==> src/ascc_regs.svh <==
`ifndef ASCC_REGS_SVH
`define ASCC_REGS_SVH
// Control word layout
`define ASCC_CTRL_WIDTH     8
`define ASCC_CHAN_MSB       5
`define ASCC_CHAN_LSB       3
`define ASCC_CHAN_RESET     3'h0
// Frame timing, in serial clock cycles
`define ASCC_CONV_CYCLES    16
`define ASCC_TRACK_CYCLES   3
`define ASCC_LEAD_ZEROS     4
`define ASCC_RESULT_BITS    10
`define ASCC_RESULT_RESET   10'h000
`endif

==> src/ascc_pkg.sv <==
package ascc_pkg;
  // Converter phase inside one 16-cycle conversion
  typedef enum logic [2:0] {
    ASCC_OFF   = 3'b001,
    ASCC_TRACK = 3'b010,
    ASCC_CONV  = 3'b100
  } ascc_phase_e;

  // Serial pins seen from the device
  typedef struct packed {
    logic cs_n;
    logic sclk;
    logic din;
  } ascc_pins_s;

  typedef logic [2:0] ascc_chan_t;
endpackage

==> src/ascc_ctrl.sv <==
`include "ascc_regs.svh"

// *****************************************************************
// Serial channel control of an eight-input converter
// *****************************************************************
// Operation
// - Simultaneous select and clock fall enters track
// - Control word captured on first 8 rises
// - Written channel applies to next conversion
// - First conversion after reset uses input zero
// - Control bits 5..3 are channel, 5 MSB
// - Control bits 7,6,2,1,0 are ignored
// - Channel code selects input of same index
// - Result is 10-bit straight binary
// - Powered from 1st to 16th fall while select low, down when high
// - Continuous mode sleeps between 16th and 1st fall
// - 16 cycles per conversion, repeat while selected
// - Output: 4 zeros, 10 result bits MSB first, 2 zeros
// - Output tristate and clock gated when deselected
// - Track first 3 cycles, convert next 12, off in the last
module ascc_ctrl #(
  parameter int RES_BITS = `ASCC_RESULT_BITS
) (
  // Clock and reset
  input  wire logic                CLK_IN,
  input  wire logic                SRST_IN,
  // Serial pins
  input  wire logic                CS_N_IN,
  input  wire logic                SCLK_IN,
  input  wire logic                DIN_IN,
  output logic                     DOUT_OUT,
  output logic                     DOUT_OE_OUT,
  // Analog side: selected input and digitised sample
  input  wire logic [RES_BITS-1:0] SAMPLE_IN,
  output logic [2:0]               CHAN_SEL_OUT,
  output logic                     TRACK_OUT,
  output logic                     POWER_ON_OUT
);

  // *****************************************************************
  // Pin synchronisers: three stages, change once stages 2 and 3 agree
  // *****************************************************************
  ascc_pkg::ascc_pins_s pins_in;
  ascc_pkg::ascc_pins_s s1_q, s2_q, s3_q;
  ascc_pkg::ascc_pins_s flt_q;

  assign pins_in = '{cs_n: CS_N_IN, sclk: SCLK_IN, din: DIN_IN};

  // Stage chain
  always_ff @(posedge CLK_IN) begin
    if (SRST_IN) begin
      s1_q <= 3'h6;
      s2_q <= 3'h6;
      s3_q <= 3'h6;
    end else begin
      s1_q <= pins_in;
      s2_q <= s1_q;
      s3_q <= s2_q;
    end
  end

  // Filtered view: per bit, update only when stages agree
  always_ff @(posedge CLK_IN) begin
    if (SRST_IN) begin
      flt_q <= 3'h6;
    end else begin
      for (int i = 0; i < 3; i++) begin
        if (s2_q[i] == s3_q[i]) flt_q[i] <= s2_q[i];
      end
    end
  end

  // *****************************************************************
  // Edge detection on the filtered pins
  // *****************************************************************
  logic cs_n_q, sclk_q;
  wire  cs_fall  = cs_n_q & ~flt_q.cs_n;
  wire  selected = ~flt_q.cs_n;
  // Clock gated off while deselected
  wire  sclk_rise = selected & ~sclk_q & flt_q.sclk;
  wire  sclk_fall = selected & sclk_q & ~flt_q.sclk;
  // Select falling with clock low counts as the first falling edge
  wire  fall_ev   = sclk_fall | (cs_fall & ~flt_q.sclk);

  always_ff @(posedge CLK_IN) begin
    if (SRST_IN) begin
      cs_n_q <= 1'b1;
      sclk_q <= 1'b0;
    end else begin
      cs_n_q <= flt_q.cs_n;
      sclk_q <= flt_q.sclk;
    end
  end

  // *****************************************************************
  // Frame counters
  // *****************************************************************
  logic [3:0] rise_cnt_q;     // Rises within current conversion
  logic [4:0] fall_cnt_q;     // Falls within current conversion, 0..16
  logic       first_conv_q;   // Control word only in first 8 rises of frame
  logic [`ASCC_CTRL_WIDTH-1:0] shift_q;
  ascc_pkg::ascc_chan_t chan_q, next_chan_q;
  ascc_pkg::ascc_phase_e phase_q;
  logic [RES_BITS-1:0] result_q;
  logic dout_q;

  function automatic logic [4:0] fall_next(input logic [4:0] c);
    fall_next = (c == 5'(`ASCC_CONV_CYCLES)) ? 5'h01 : c + 5'h01;
  endfunction

  wire conv_end_rise = sclk_rise & (rise_cnt_q == 4'(`ASCC_CONV_CYCLES - 1));
  // A new frame counts afresh, even after a cut one left a stale count
  wire [4:0] fall_nx = fall_next(cs_fall ? 5'h00 : fall_cnt_q);

  // Rise counter wraps every 16 rises
  always_ff @(posedge CLK_IN) begin
    if (SRST_IN || cs_fall) begin
      rise_cnt_q <= 4'h0;
    end else if (sclk_rise) begin
      rise_cnt_q <= rise_cnt_q + 4'h1;
    end
  end

  // Fall counter: 1st fall of a conversion restarts at one
  always_ff @(posedge CLK_IN) begin
    if (SRST_IN || (cs_fall & flt_q.sclk)) begin
      fall_cnt_q <= 5'h00;
    end else if (fall_ev) begin
      fall_cnt_q <= fall_nx;
    end
  end

  // *****************************************************************
  // Control word capture
  // *****************************************************************
  wire word_rise = sclk_rise & first_conv_q & (rise_cnt_q < 4'h8);
  wire word_done = word_rise & (rise_cnt_q == 4'h7);
  wire [`ASCC_CTRL_WIDTH-1:0] word_nx = {shift_q[6:0], flt_q.din};

  always_ff @(posedge CLK_IN) begin
    if (SRST_IN) begin
      shift_q      <= 8'h00;
      first_conv_q <= 1'b1;
      next_chan_q  <= `ASCC_CHAN_RESET;
    end else begin
      if (cs_fall) first_conv_q <= 1'b1;
      else if (conv_end_rise) first_conv_q <= 1'b0;
      if (word_rise) shift_q <= word_nx;
      // Only the address field is kept; other bits have no effect
      if (word_done) next_chan_q <= word_nx[`ASCC_CHAN_MSB:`ASCC_CHAN_LSB];
    end
  end

  // *****************************************************************
  // Track / convert phase and channel in use
  // *****************************************************************
  // Pending channel taken only when a new conversion starts tracking
  wire track_start = fall_ev & (fall_nx == 5'h01);
  wire hold_start  = fall_ev & (fall_nx == 5'(`ASCC_TRACK_CYCLES + 1));
  wire sleep_start = fall_ev & (fall_nx == 5'(`ASCC_CONV_CYCLES));

  always_ff @(posedge CLK_IN) begin
    if (SRST_IN) begin
      phase_q  <= ascc_pkg::ASCC_OFF;
      chan_q   <= `ASCC_CHAN_RESET;
      result_q <= `ASCC_RESULT_RESET;
    end else begin
      case (phase_q)
        ascc_pkg::ASCC_OFF: begin
          if (track_start) begin
            phase_q <= ascc_pkg::ASCC_TRACK;
            chan_q  <= next_chan_q;
          end
        end
        ascc_pkg::ASCC_TRACK: begin
          if (!selected) phase_q <= ascc_pkg::ASCC_OFF;
          else if (hold_start) begin
            phase_q  <= ascc_pkg::ASCC_CONV;
            result_q <= SAMPLE_IN;
          end
        end
        ascc_pkg::ASCC_CONV: begin
          // Sleep from the 16th fall until the next 1st fall
          if (!selected || sleep_start) phase_q <= ascc_pkg::ASCC_OFF;
        end
        default: phase_q <= ascc_pkg::ASCC_OFF;
      endcase
    end
  end

  // *****************************************************************
  // Serial output, updated on falling edges
  // *****************************************************************
  // Falls 5..14 carry the result MSB first; others are zero
  wire in_data = (fall_nx > 5'(`ASCC_LEAD_ZEROS)) &&
                 (fall_nx <= 5'(`ASCC_LEAD_ZEROS + RES_BITS));
  wire [4:0] bit_idx = 5'(`ASCC_LEAD_ZEROS + RES_BITS) - fall_nx;
  // The result is latched at the 4th fall, so fall 5 already sees it
  wire dout_nx = in_data ? result_q[bit_idx[3:0]] : 1'b0;

  always_ff @(posedge CLK_IN) begin
    if (SRST_IN || !selected) begin
      dout_q <= 1'b0;
    end else if (fall_ev) begin
      dout_q <= dout_nx;
    end
  end

  // *****************************************************************
  // Outputs
  // *****************************************************************
  assign DOUT_OUT     = dout_q;
  assign DOUT_OE_OUT  = selected;
  assign CHAN_SEL_OUT = chan_q;
  assign TRACK_OUT    = (phase_q == ascc_pkg::ASCC_TRACK);
  // Powered while selected and tracking or converting; off from the 16th fall to the next 1st fall
  assign POWER_ON_OUT = selected && (phase_q != ascc_pkg::ASCC_OFF);

endmodule

==> config.mk <==
export PLATFORM = sky130hd
export DESIGN_NAME = ascc_ctrl
export DESIGN_NICKNAME = d
export VERILOG_FILES = /design/src/ascc_pkg.sv /design/src/ascc_ctrl.sv
export VERILOG_INCLUDE_DIRS = /design/src
export SDC_FILE = /design/constraint.sdc
export NUM_CORES = 1
export LEC_CHECK = 0
export BUFFER_PORTS_ARGS = -buffer_cell sky130_fd_sc_hd__buf_4
export CAP_MARGIN = 15
export CORE_ASPECT_RATIO = 0.9
export CORE_UTILIZATION = 58
export DETAILED_ROUTE_END_ITERATION = 16
export GPL_TIMING_DRIVEN = 0
export PLACE_DENSITY = 0.9
export SETUP_SLACK_MARGIN = 0.15
export SYNTH_ARGS = -nofsm -noshare
export SYNTH_HDL_FRONTEND = slang
export SYNTH_SLANG_ARGS = --single-unit
==> constraint.sdc <==
create_clock -name CLK_IN -period 3 [get_ports CLK_IN]
set_input_delay 0.6 -clock CLK_IN [delete_from_list [all_inputs] [get_ports CLK_IN]]
set_output_delay 0.6 -clock CLK_IN [all_outputs]
set_load 0.05 [all_outputs]
==> results of run 1 <==
==> cell type report <==
class | count | area [um^2]
multi-input cells | 164 | 1199
fillers | 297 | 1109
flip-flops and latches | 49 | 980.9
repair buffers | 21 | 157.7
plain buffers | 10 | 71.32
clock buffers | 5 | 68.82
clock inverters | 3 | 65.06
well taps | 46 | 57.56
inverters | 6 | 22.52
==> sequential cells by signal, summed over array words and instances, names as in the netlist <==
| signal | flops |
|---|---|
| result_q | 10 |
| fall_cnt_q | 5 |
| cs_n_q | 1 |
| s1_q | 3 |
| phase_q | 3 |
| CHAN_SEL_OUT | 3 |
| rise_cnt_q | 4 |
| DOUT_OUT | 1 |
| s3_q | 3 |
| first_conv_q | 1 |
| sclk_q | 1 |
| s2_q | 3 |
| shift_q | 5 |
| next_chan_q | 3 |
| flt_q | 3 |
==> stage by stage <==
step	power, mW	cell area [um^2]
floorplan	0.6881	2273
global placement	0.7074	2489
detailed placement	0.7082	2489
CTS	1.250	2623
global route	1.279	2623
finish	1.245	2623
==> synthesized netlist by cell type (2+ instances only) <==
master    instances  area (um^2)
a21oi_1           8        40.04
o21ai_0           2        10.01
nand3_1           5        25.02
mux2i_1          25        250.2
clkbuf_1          5        18.77
o21ai_1           2        10.01
xor2_1            5        43.79
or2_2             6        37.54
a211oi_1          2        15.01
nor2b_1           7        43.79
nand2_1           8        30.03
dfxtp_1          49        980.9
nor2_1           36        135.1
nor3b_1           2        15.01
buf_2             2        10.01
nand2b_1          8        50.05
inv_1             5        18.77
buf_6             2        22.52
nor2_2            2        12.51
ha_1              5        62.56
a21o_1            2        15.01
nand4_1           4        25.02
nand3b_1          2        15.01
mux2_1            2        22.52
and4_1            2        17.52
o21bai_1          2        15.01
==> path summary, 6_finish.rpt <==
kind / start / end / cells past startpoint
worst max-delay path: flt_q[2]$_SDFFE_PP1N_ / result_q[4]$_SDFFE_PP0P_ / 12
worst min-delay path: s1_q[1]$_SDFF_PP1_ / s2_q[1]$_SDFF_PP1_ / 1
worst max register to register: flt_q[2]$_SDFFE_PP1N_ / result_q[4]$_SDFFE_PP0P_ / 12
worst min register to register: s1_q[1]$_SDFF_PP1_ / s2_q[1]$_SDFF_PP1_ / 1
==> worst max-delay path, stage by stage, from the launching register on <==
cell and delay [ns]:
dfxtp_1 0.32, buf_6 0.14, nand2b_4 0.18, and2_2 0.24, inv_2 0.09, ha_1 0.27, nand3b_1 0.14, or3_4 0.40
o2111ai_2 0.13, nand4b_4 0.21, buf_12 0.15, mux2i_1 0.21, nor2_1 0.05
==> layer usage <==
layer	track usage, %	vias to the layer above	share of wire [%]
met5	0	-	0
met2	31.65	38	45
met3	4.630	9	4.1
met1	29.93	784	49
met4	13.69	0	2.3
li1	-	845	-
==> power groups by stage <==
stage	clock, mW	combinational [mW]	sequential, mW
after CTS	0.557	0.0351	0.658
after global routing	0.582	0.0382	0.659
after global placement	0	0.0345	0.673
after detailed placement	0	0.0350	0.673
final	0.552	0.0350	0.658
after floorplan	0	0.0155	0.673
==> logic make-up (layout without fill, tap and decap cells) <==
logic type / Yosys count / count (layout) / share of synthesized area [%]
DFF: 49 / 49 / 43.15
and+or+nand+nor: 95 / 95 / 24.27
muxes: 27 / 27 / 12.00
adders and majority gates: 5 / 5 / 2.752
AOI/OAI and AO/OA: 30 / 30 / 10.18
xor gates and xnor gates: 7 / 7 / 3.522
buffers and inverters: 16 / 45 / 4.128
==> key figures, run 1 <==
Status
  • Status: finished, final reports clean

Power
  • VDD IR max: 313.6 uV
  • Pwr Density: 474.7 nW/um^2
  • Seq pwr share: 52.8%
  • LEAKAGE: 1.187 nW
  • Switch Pwr: 0.2393 mW
  • Combinational share of power: 2.8%
  • Sw Share: 19.22%
  • Internal power: 1.006 mW
  • Clock power share: 44.3%

Drt
  • # DRC: 0
  • Routed length per instance: 13.99 um
  • Vias/cell: 5.513
  • Routed vias: 1676
  • Routed Antenna Nets: 0
  • WL final: 4253 um
  • First DRT Iteration DRCs: 115
  • Pre-antenna DRT Iters: 4

Die
  • Die ar.: 4175 um^2
  • Io pins: 22
  • Chip width: 68.00 um
  • Initial Utilization: 60.93%
  • Core area: 3731 um^2
  • Die Height: 61.40 um
  • Cell Rows: 21

GRT
  • Congestion Overflow GR: 0
  • First-pass GRT wire length: 6575 um
  • Antenna violations before repair: 0
  • Tot GR Track Use: 21.95%
  • Vias in the first global route: 1446
  • Pin count of the biggest net entering global routing: 16

Finish
  • Util after Layout: 70.29%
  • Area grow syn2layout: 15.36%
  • Most common cell after layout, fill and taps aside: dfxtp_1
  • Non-Filler Instances: 304
  • Final net count: 277
  • Antenna diode count: 0
  • Most frequent cells in the layout: 49 x dfxtp_1, 36 x nor2_1, 25 x mux2i_1, 21 x buf_4
  • Layout cells sized above 1: 21.71%

STA
  • Worst hold slack: 0.4167 ns
  • Clock Skews: 0.004418 ns
  • Setup violations, final: 0
  • PnR worst setup slack: 0.3221 ns
  • Unrepaired setup endpoints after global routing: no
  • Worst slew pin tran: 0.5810 ns
  • Slew HR: 61.18%
  • Final Hold Viols: 0
  • Crit share post-route: 89.26%
  • FMAX: 373.4 MHz
  • Post-layout min period: 2.678 ns
  • Fin. max-slew vios: 0
  • TNS Setup: 0 ns

Clock tree
  • Post-CTS sizing: 0
  • Hold_buf cts: 0
  • CTS HTree Levels: 2
  • Maximum clock insertion buffer count: 2
  • Total clock sinks: 49
  • CTS tree: built
  • Num CTS Buffers: 5
  • Clk root buf: clkbuf_8
  • Post-CTS setup buffer count: 0
  • Clk slew on worst S/H paths: 0.09 ns
  • Clk Latency, worst-skew pair: 0.31 ns

Synth
  • #FFs+latches synth: 49
  • Post-synth EDFFs: 0
  • Net count after synthesis: 249
  • Synthesized area: 2273 um^2
  • Yosys warnings: 0
  • Main synth FF type: dfxtp_1
  • Async set-reset flop share out of synthesis: 0%
  • Synthesized area per cell: 9.928 um^2
  • Seq/Total Area, Yosys: 43.15%
  • Syn Inst Count: 229
  • Synth cell types: 55

Placement
  • Port bufs: 21
  • Placed Cells: 296
  • Routability cong.: 0.9120
  • Final HPWL DP: 3046 um
  • Dpl ws: 0.3677 ns

Worst hold path
  • Worst Hold Class: reg2reg

Setup path
  • Crit path DAT: 2.86 ns
  • Critical Path Source Type: flop
  • Crit path required time: 3.19 ns
  • FF-to-FF setup slack: 0.32 ns
  • Crit path max fanout: 10
  • Crit. End Element: flop
  • WS Path Type: reg2reg

Job
  • Max-cap violation count: 0
(Power assumes the default switching activity.)
==> inputs of run 2 (changes only) <==
- CORE_MARGIN: not set -> 10
==> run 2 against run 1 <==
Net effect: combinational power barely moved; design area is 0.95% lower; sequential power about the same; clock power down 24%; critical path depth rose by 1; global-route usage down 8.2 points; count of clock-buffer cells in the layout is 2 higher; flip-flop and latch count stayed put; final cell count did not move; worst hold slack improved by 0.0065 ns; highest routed layer unchanged.
==> key figures, run 2 (synthesized netlist as in run 1, its figures left out) <==
STA
  • Slew HR: 62.00%
  • TNS Setup: 0 ns
  • Worst slew pin tran: 0.5700 ns
  • Crit share post-route: 87.81%
  • Post-layout min period: 2.634 ns
  • Fin. max-slew vios: 0
  • Unrepaired setup endpoints after global routing: no
  • Final Hold Viols: 0
  • Setup violations, final: 0
  • FMAX: 379.6 MHz
  • Clock Skews: 0.005075 ns

Worst hold path
  • Hold path depth: 1
  • Hold path start: s1_q[1]$_SDFF_PP1_
  • WHS Endpoint: s2_q[1]$_SDFF_PP1_
  • Worst Hold Class: reg2reg

Die
  • Core area: 3757 um^2
  • Die Height: 79.40 um
  • Chip width: 86.00 um
  • Io pins: 22
  • Cell Rows: 21
  • Initial Utilization: 60.51%
  • Die ar.: 6828 um^2

Power
  • VDD IR max: 262.9 uV
  • Combinational share of power: 3.2%
  • Total Power: 1.112 mW
  • Internal power: 0.8830 mW
  • Pwr Density: 428.0 nW/um^2
  • Seq pwr share: 59.2%
  • Switch Pwr: 0.2288 mW
  • Clock power share: 37.7%
  • Sw Share: 20.58%
  • LEAKAGE: 1.174 nW

Drt
  • First DRT Iteration DRCs: 144
  • Vias/cell: 5.566
  • Routed length per instance: 14.52 um
  • Routed vias: 1692
  • Routed Antenna Nets: 0
  • Pre-antenna DRT Iters: 4
  • # DRC: 0
  • WL final: 4414 um

Clock tree
  • Maximum clock insertion buffer count: 2
  • CTS tree: built
  • Total clock sinks: 49
  • Num CTS Buffers: 5
  • Hold_buf cts: 0
  • Clk slew on worst S/H paths: 0.08 ns
  • CTS HTree Levels: 2
  • Clk Latency, worst-skew pair: 0.30 ns
  • Clk root buf: clkbuf_8

Setup path
  • Crit-path most repeated cell: buf_6
  • WS Path Type: reg2reg
  • Launching point of the worst reg2reg path: flt_q[2]$_SDFFE_PP1N_
  • Crit. End Element: flop
  • WP buf/inv: 4
  • Critical Path Source Type: flop
  • Worst setup path startpoint: flt_q[2]$_SDFFE_PP1N_
  • FF-to-FF setup slack: 0.37 ns
  • Largest stage delay, worst path: 0.34 ns
  • Crit path required time: 3.23 ns
  • Crit path cell chain: buf_6 -> nand2b_4 -> nand2_1 -> inv_1 -> ha_1 -> buf_2 -> nand3_1 -> xor2_2 -> nor2_2 -> o31ai_4 -> and4_1 -> buf_6 -> mux2i_1
  • Crit path max fanout: 10
  • Crit-path slowest cell: dfxtp_1
  • Reg2Reg Depth: 13
  • Crit Reg-Reg Endpoint: CHAN_SEL_OUT[2]$_SDFFE_PP0P_
  • Dominant delay contributor by cell family on the critical path: simple AND/OR/NAND/NOR gates
  • Crit path DAT: 2.86 ns
  • WP depth: 13

Status
  • Status: finished, final reports clean

Finish
  • Multi-input logic area: 1206 um^2
  • Area grow syn2layout: 14.25%
  • Most frequent cells in the layout: 49 x dfxtp_1, 36 x nor2_1, 25 x mux2i_1, 21 x buf_4
  • Top reg by flops: result_q
  • Filler Cell Count: 284
  • Reg area: 980.9 um^2
  • Max reg flops: 10
  • Layout cells sized above 1: 22.09%
  • Antenna diode count: 0
  • Most common cell after layout, fill and taps aside: dfxtp_1
  • Top flop regs: result_q: 10 flops, fall_cnt_q: 5 flops, shift_q: 5 flops
  • Final net count: 277

GRT
  • Tot GR Track Use: 13.75%
  • Antenna violations before repair: 0
  • Congestion Overflow GR: 0
  • Pin count of the biggest net entering global routing: 15
  • First-pass GRT wire length: 7672 um
  • Vias in the first global route: 1690

Placement
  • Final HPWL DP: 3325 um
  • Routability cong.: 0.9080
  • Port bufs: 21

Job
  • Max-cap violation count: 0
==> run 2: cell types whose count changed in the layout (fill, tap and decap cells not counted) <==
cell       change
clkbuf_8       +2
bufinv_16      -2
xor2_2         +1
xor2_1         -1
==> run 2: repair_timing <==
action / in CTS / in global routing
buffers inserted: 0 / 0
resized for setup: 0 / 1
endpoints found under the setup margin: 0 / 1
==> run 2: worst max path at each step <==
stage | end | slack [ns]
4_1_cts | CHAN_SEL_OUT[2]$_SDFFE_PP0P_ | 0.36
6_report | CHAN_SEL_OUT[2]$_SDFFE_PP0P_ | 0.37
2_1_floorplan | result_q[1]$_SDFFE_PP0P_ | 0.55
5_1_grt | CHAN_SEL_OUT[0]$_SDFFE_PP0P_ | 0.17
3_3_place_gp | result_q[9]$_SDFFE_PP0P_ | 0.47
3_5_place_dp | CHAN_SEL_OUT[2]$_SDFFE_PP0P_ | 0.38
==> run 2: metal layers <==
| metal | global-route usage [%] | vias up | part of all wire [%] |
|---|---|---|---|
| met4 | 5.428 | 0 | 0.91 |
| li1 | - | 851 | - |
| met5 | 0 | - | 0 |
| met2 | 21.40 | 42 | 47 |
| met3 | 5.408 | 6 | 7.0 |
| met1 | 16.60 | 793 | 45 |
==> run 2: cell type report <==
type / count / area share [%]
timing repair buffer: 21 / 6.069
sequential: 49 / 37.76
clock buffer: 7 / 3.709
buffer: 10 / 2.746
tap: 46 / 2.216
clock inverter: 1 / 0.1927
multi-input combinational: 164 / 46.44
inverter: 6 / 0.8671
==> run 2: per-stage QoR <==
stage | setup WS, ns | hold slack, ns | cells | cell area (um^2) | util [%]
global route | 0.1687 | 0.4340 | 304 | 2597 | 69.13
floorplan | 0.5518 | 0.3895 | 229 | 2273 | -
detailed placement | 0.3849 | 0.4024 | 296 | 2489 | 66.23
global placement | 0.4689 | 0.3914 | 296 | 2489 | 66.23
CTS | 0.3601 | 0.4237 | 304 | 2590 | 68.93
finish | 0.3658 | 0.4232 | 304 | 2597 | 69.13
==> run 2: power groups by stage <==
stage	Combinational (mW)	Clock, mW	Sequential [mW]
5_1_grt	0.0394	0.456	0.659
6_report	0.0353	0.419	0.658
4_1_cts	0.0356	0.430	0.658
2_1_floorplan	0.0155	0	0.673
3_5_place_dp	0.0356	0	0.673
3_3_place_gp	0.0348	0	0.673
==> inputs of run 3 (changes only) <==
- BUFFER_PORTS_ARGS: -buffer_cell sky130_fd_sc_hd__buf_4 -> not set
- CORE_UTILIZATION: 58 -> 60
- DONT_BUFFER_PORTS: not set -> 1
- PLACE_DENSITY: 0.9 -> 0.88
- SLEW_MARGIN: not set -> 10
==> run 3 against run 2 <==
Net effect: global-route usage shrank 0.20 points; setup slack got worse by 0.052 ns; clock skew up 0.0014 ns; non-clock buffer count is 21 lower; core utilization shrank 2.2 points; sequential share of layout area is 2.1 points higher; wire length grew 1.7%; final cell count fell by 6.9%; count of clock-buffer cells in the layout shrank 1; critical endpoint is now result_q[2]$_SDFFE_PP0P_; largest power group unchanged; highest routed layer unchanged.
==> key figures, run 3 (synthesized netlist as in run 1, its figures left out) <==
Die
  • Initial Utilization: 61.80%
  • Core area: 3679 um^2
  • Die ar.: 6655 um^2
  • Chip width: 84.89 um
  • Die Height: 78.40 um
  • Cell Rows: 21
  • Io pins: 22

Finish
  • Most common cell after layout, fill and taps aside: dfxtp_1
  • Top reg by flops: result_q
  • Multi-input logic area: 1216 um^2
  • Max reg flops: 10
  • Non-Filler Instances: 283
  • Final net count: 256
  • Most frequent cells in the layout: 49 x dfxtp_1, 36 x nor2_1, 25 x mux2i_1
  • Filler Cell Count: 300
  • Area grow syn2layout: 8.310%
  • Layout cells sized above 1: 15.61%
  • Top flop regs: result_q: 10 flops, fall_cnt_q: 5 flops, shift_q: 5 flops
  • Reg area: 980.9 um^2
  • Antenna diode count: 0

Clock tree
  • Hold_buf cts: 0
  • Post-CTS setup buffer count: 0
  • Clk slew on worst S/H paths: 0.09 ns
  • Clk Latency, worst-skew pair: 0.30 ns
  • Post-CTS sizing: 0
  • Num CTS Buffers: 5
  • CTS HTree Levels: 2
  • Clk root buf: clkbuf_8
  • Total clock sinks: 49
  • CTS tree: built
  • Maximum clock insertion buffer count: 2

GRT
  • Tot GR Track Use: 13.55%
  • Pin count of the biggest net entering global routing: 16
  • Vias in the first global route: 1614
  • Congestion Overflow GR: 0
  • Antenna violations before repair: 0
  • First-pass GRT wire length: 7590 um

Setup path
  • Critical Path Source Type: flop
  • Crit path max fanout: 10
  • Crit path required time: 3.18 ns
  • Worst setup path startpoint: flt_q[2]$_SDFFE_PP1N_
  • Crit. End Element: flop
  • Launching point of the worst reg2reg path: flt_q[2]$_SDFFE_PP1N_
  • Reg2Reg Depth: 12
  • Crit path DAT: 2.87 ns
  • WS Path Type: reg2reg

Power
  • Pwr Density: 464.9 nW/um^2
  • Sw Share: 20.19%
  • Switch Pwr: 0.2312 mW
  • Seq pwr share: 57.5%
  • VDD IR max: 432.0 uV
  • LEAKAGE: 1.070 nW
  • Combinational share of power: 1.8%
  • Internal power: 0.9137 mW
  • Clock power share: 40.7%

STA
  • Unrepaired setup endpoints after global routing: no
  • Post-layout min period: 2.686 ns
  • TNS Setup: 0 ns
  • Clock Skews: 0.006479 ns
  • FMAX: 372.2 MHz
  • Crit share post-route: 89.55%
  • Setup violations, final: 0
  • Final Hold Viols: 0
  • Slew HR: 40.39%
  • Worst slew pin tran: 0.8903 ns
  • Fin. max-slew vios: 0

Job
  • Max-cap violation count: 0

Worst hold path
  • Worst Hold Class: in2reg
  • Hold path start: CS_N_IN
  • Hold path depth: 1

Drt
  • Routed length per instance: 15.87 um
  • First DRT Iteration DRCs: 140
  • # DRC: 0
  • Routed Antenna Nets: 0
  • Routed vias: 1620
  • Pre-antenna DRT Iters: 4
  • Vias/cell: 5.724
  • WL final: 4490 um

Placement
  • Placed Cells: 275
  • Port bufs: 0
  • Final HPWL DP: 3330 um
  • Routability cong.: 0.8903

Status
  • Status: finished, final reports clean
-- run 3: final timing paths --
check / slack (ns) / end
worst min-delay path: 0.40 / s1_q[2]$_SDFF_PP1_
worst min register to register: 0.42 / s2_q[2]$_SDFF_PP1_
worst max-delay path: 0.31 / result_q[2]$_SDFFE_PP0P_
worst max register to register: 0.31 / result_q[2]$_SDFFE_PP0P_
-- run 3: power by group through the flow --
stage | sequential (mW) | combinational [mW] | clock [mW]
after global routing | 0.659 | 0.0231 | 0.498
final | 0.658 | 0.0207 | 0.466
after floorplan | 0.673 | 0.0155 | 0
after detailed placement | 0.673 | 0.0209 | 0
after global placement | 0.673 | 0.0204 | 0
after CTS | 0.658 | 0.0209 | 0.474
-- run 3: layer usage --
| layer | GRT usage (%) | part of all wire (%) | up-vias |
|---|---|---|---|
| li1 | - | - | 807 |
| met3 | 4.334 | 6.1 | 4 |
| met5 | 0 | 0 | - |
| met1 | 17.25 | 47 | 768 |
| met4 | 4.605 | 0.67 | 0 |
| met2 | 21.12 | 47 | 41 |
-- run 3: critical path, stage by stage, from the launching register on --
cell and delay [ns]:
dfxtp_1 0.32, buf_6 0.14, nand2b_4 0.19, and2_2 0.24
inv_2 0.10, ha_1 0.25, nand3b_1 0.15, or3_4 0.40
o2111ai_2 0.15, nand4b_4 0.22, buf_12 0.15, mux2i_1 0.19
nor2_1 0.05
-- run 3: area by class of cell --
type / instances / share of cell area, %
buffer: 10 / 2.998
clock buffer: 6 / 2.947
clock inverter: 2 / 1.575
inverter: 6 / 0.9146
multi-input combinational: 164 / 49.39
sequential: 49 / 39.84
tap: 46 / 2.337
-- run 3: per-stage QoR --
step / utilization (%) / power, mW / hold slack, ns / area, um^2 / setup slack [ns]
after floorplan: - / 0.6881 / 0.3895 / 2273 / 0.5518
after global placement: 63.37 / 0.6933 / 0.3911 / 2331 / 0.3758
after detailed placement: 63.50 / 0.6942 / 0.4034 / 2336 / 0.3719
after CTS: 66.53 / 1.153 / 0.4020 / 2447 / 0.3427
after global routing: 66.94 / 1.180 / 0.3910 / 2462 / 0.1536
final: 66.94 / 1.145 / 0.4036 / 2462 / 0.3135
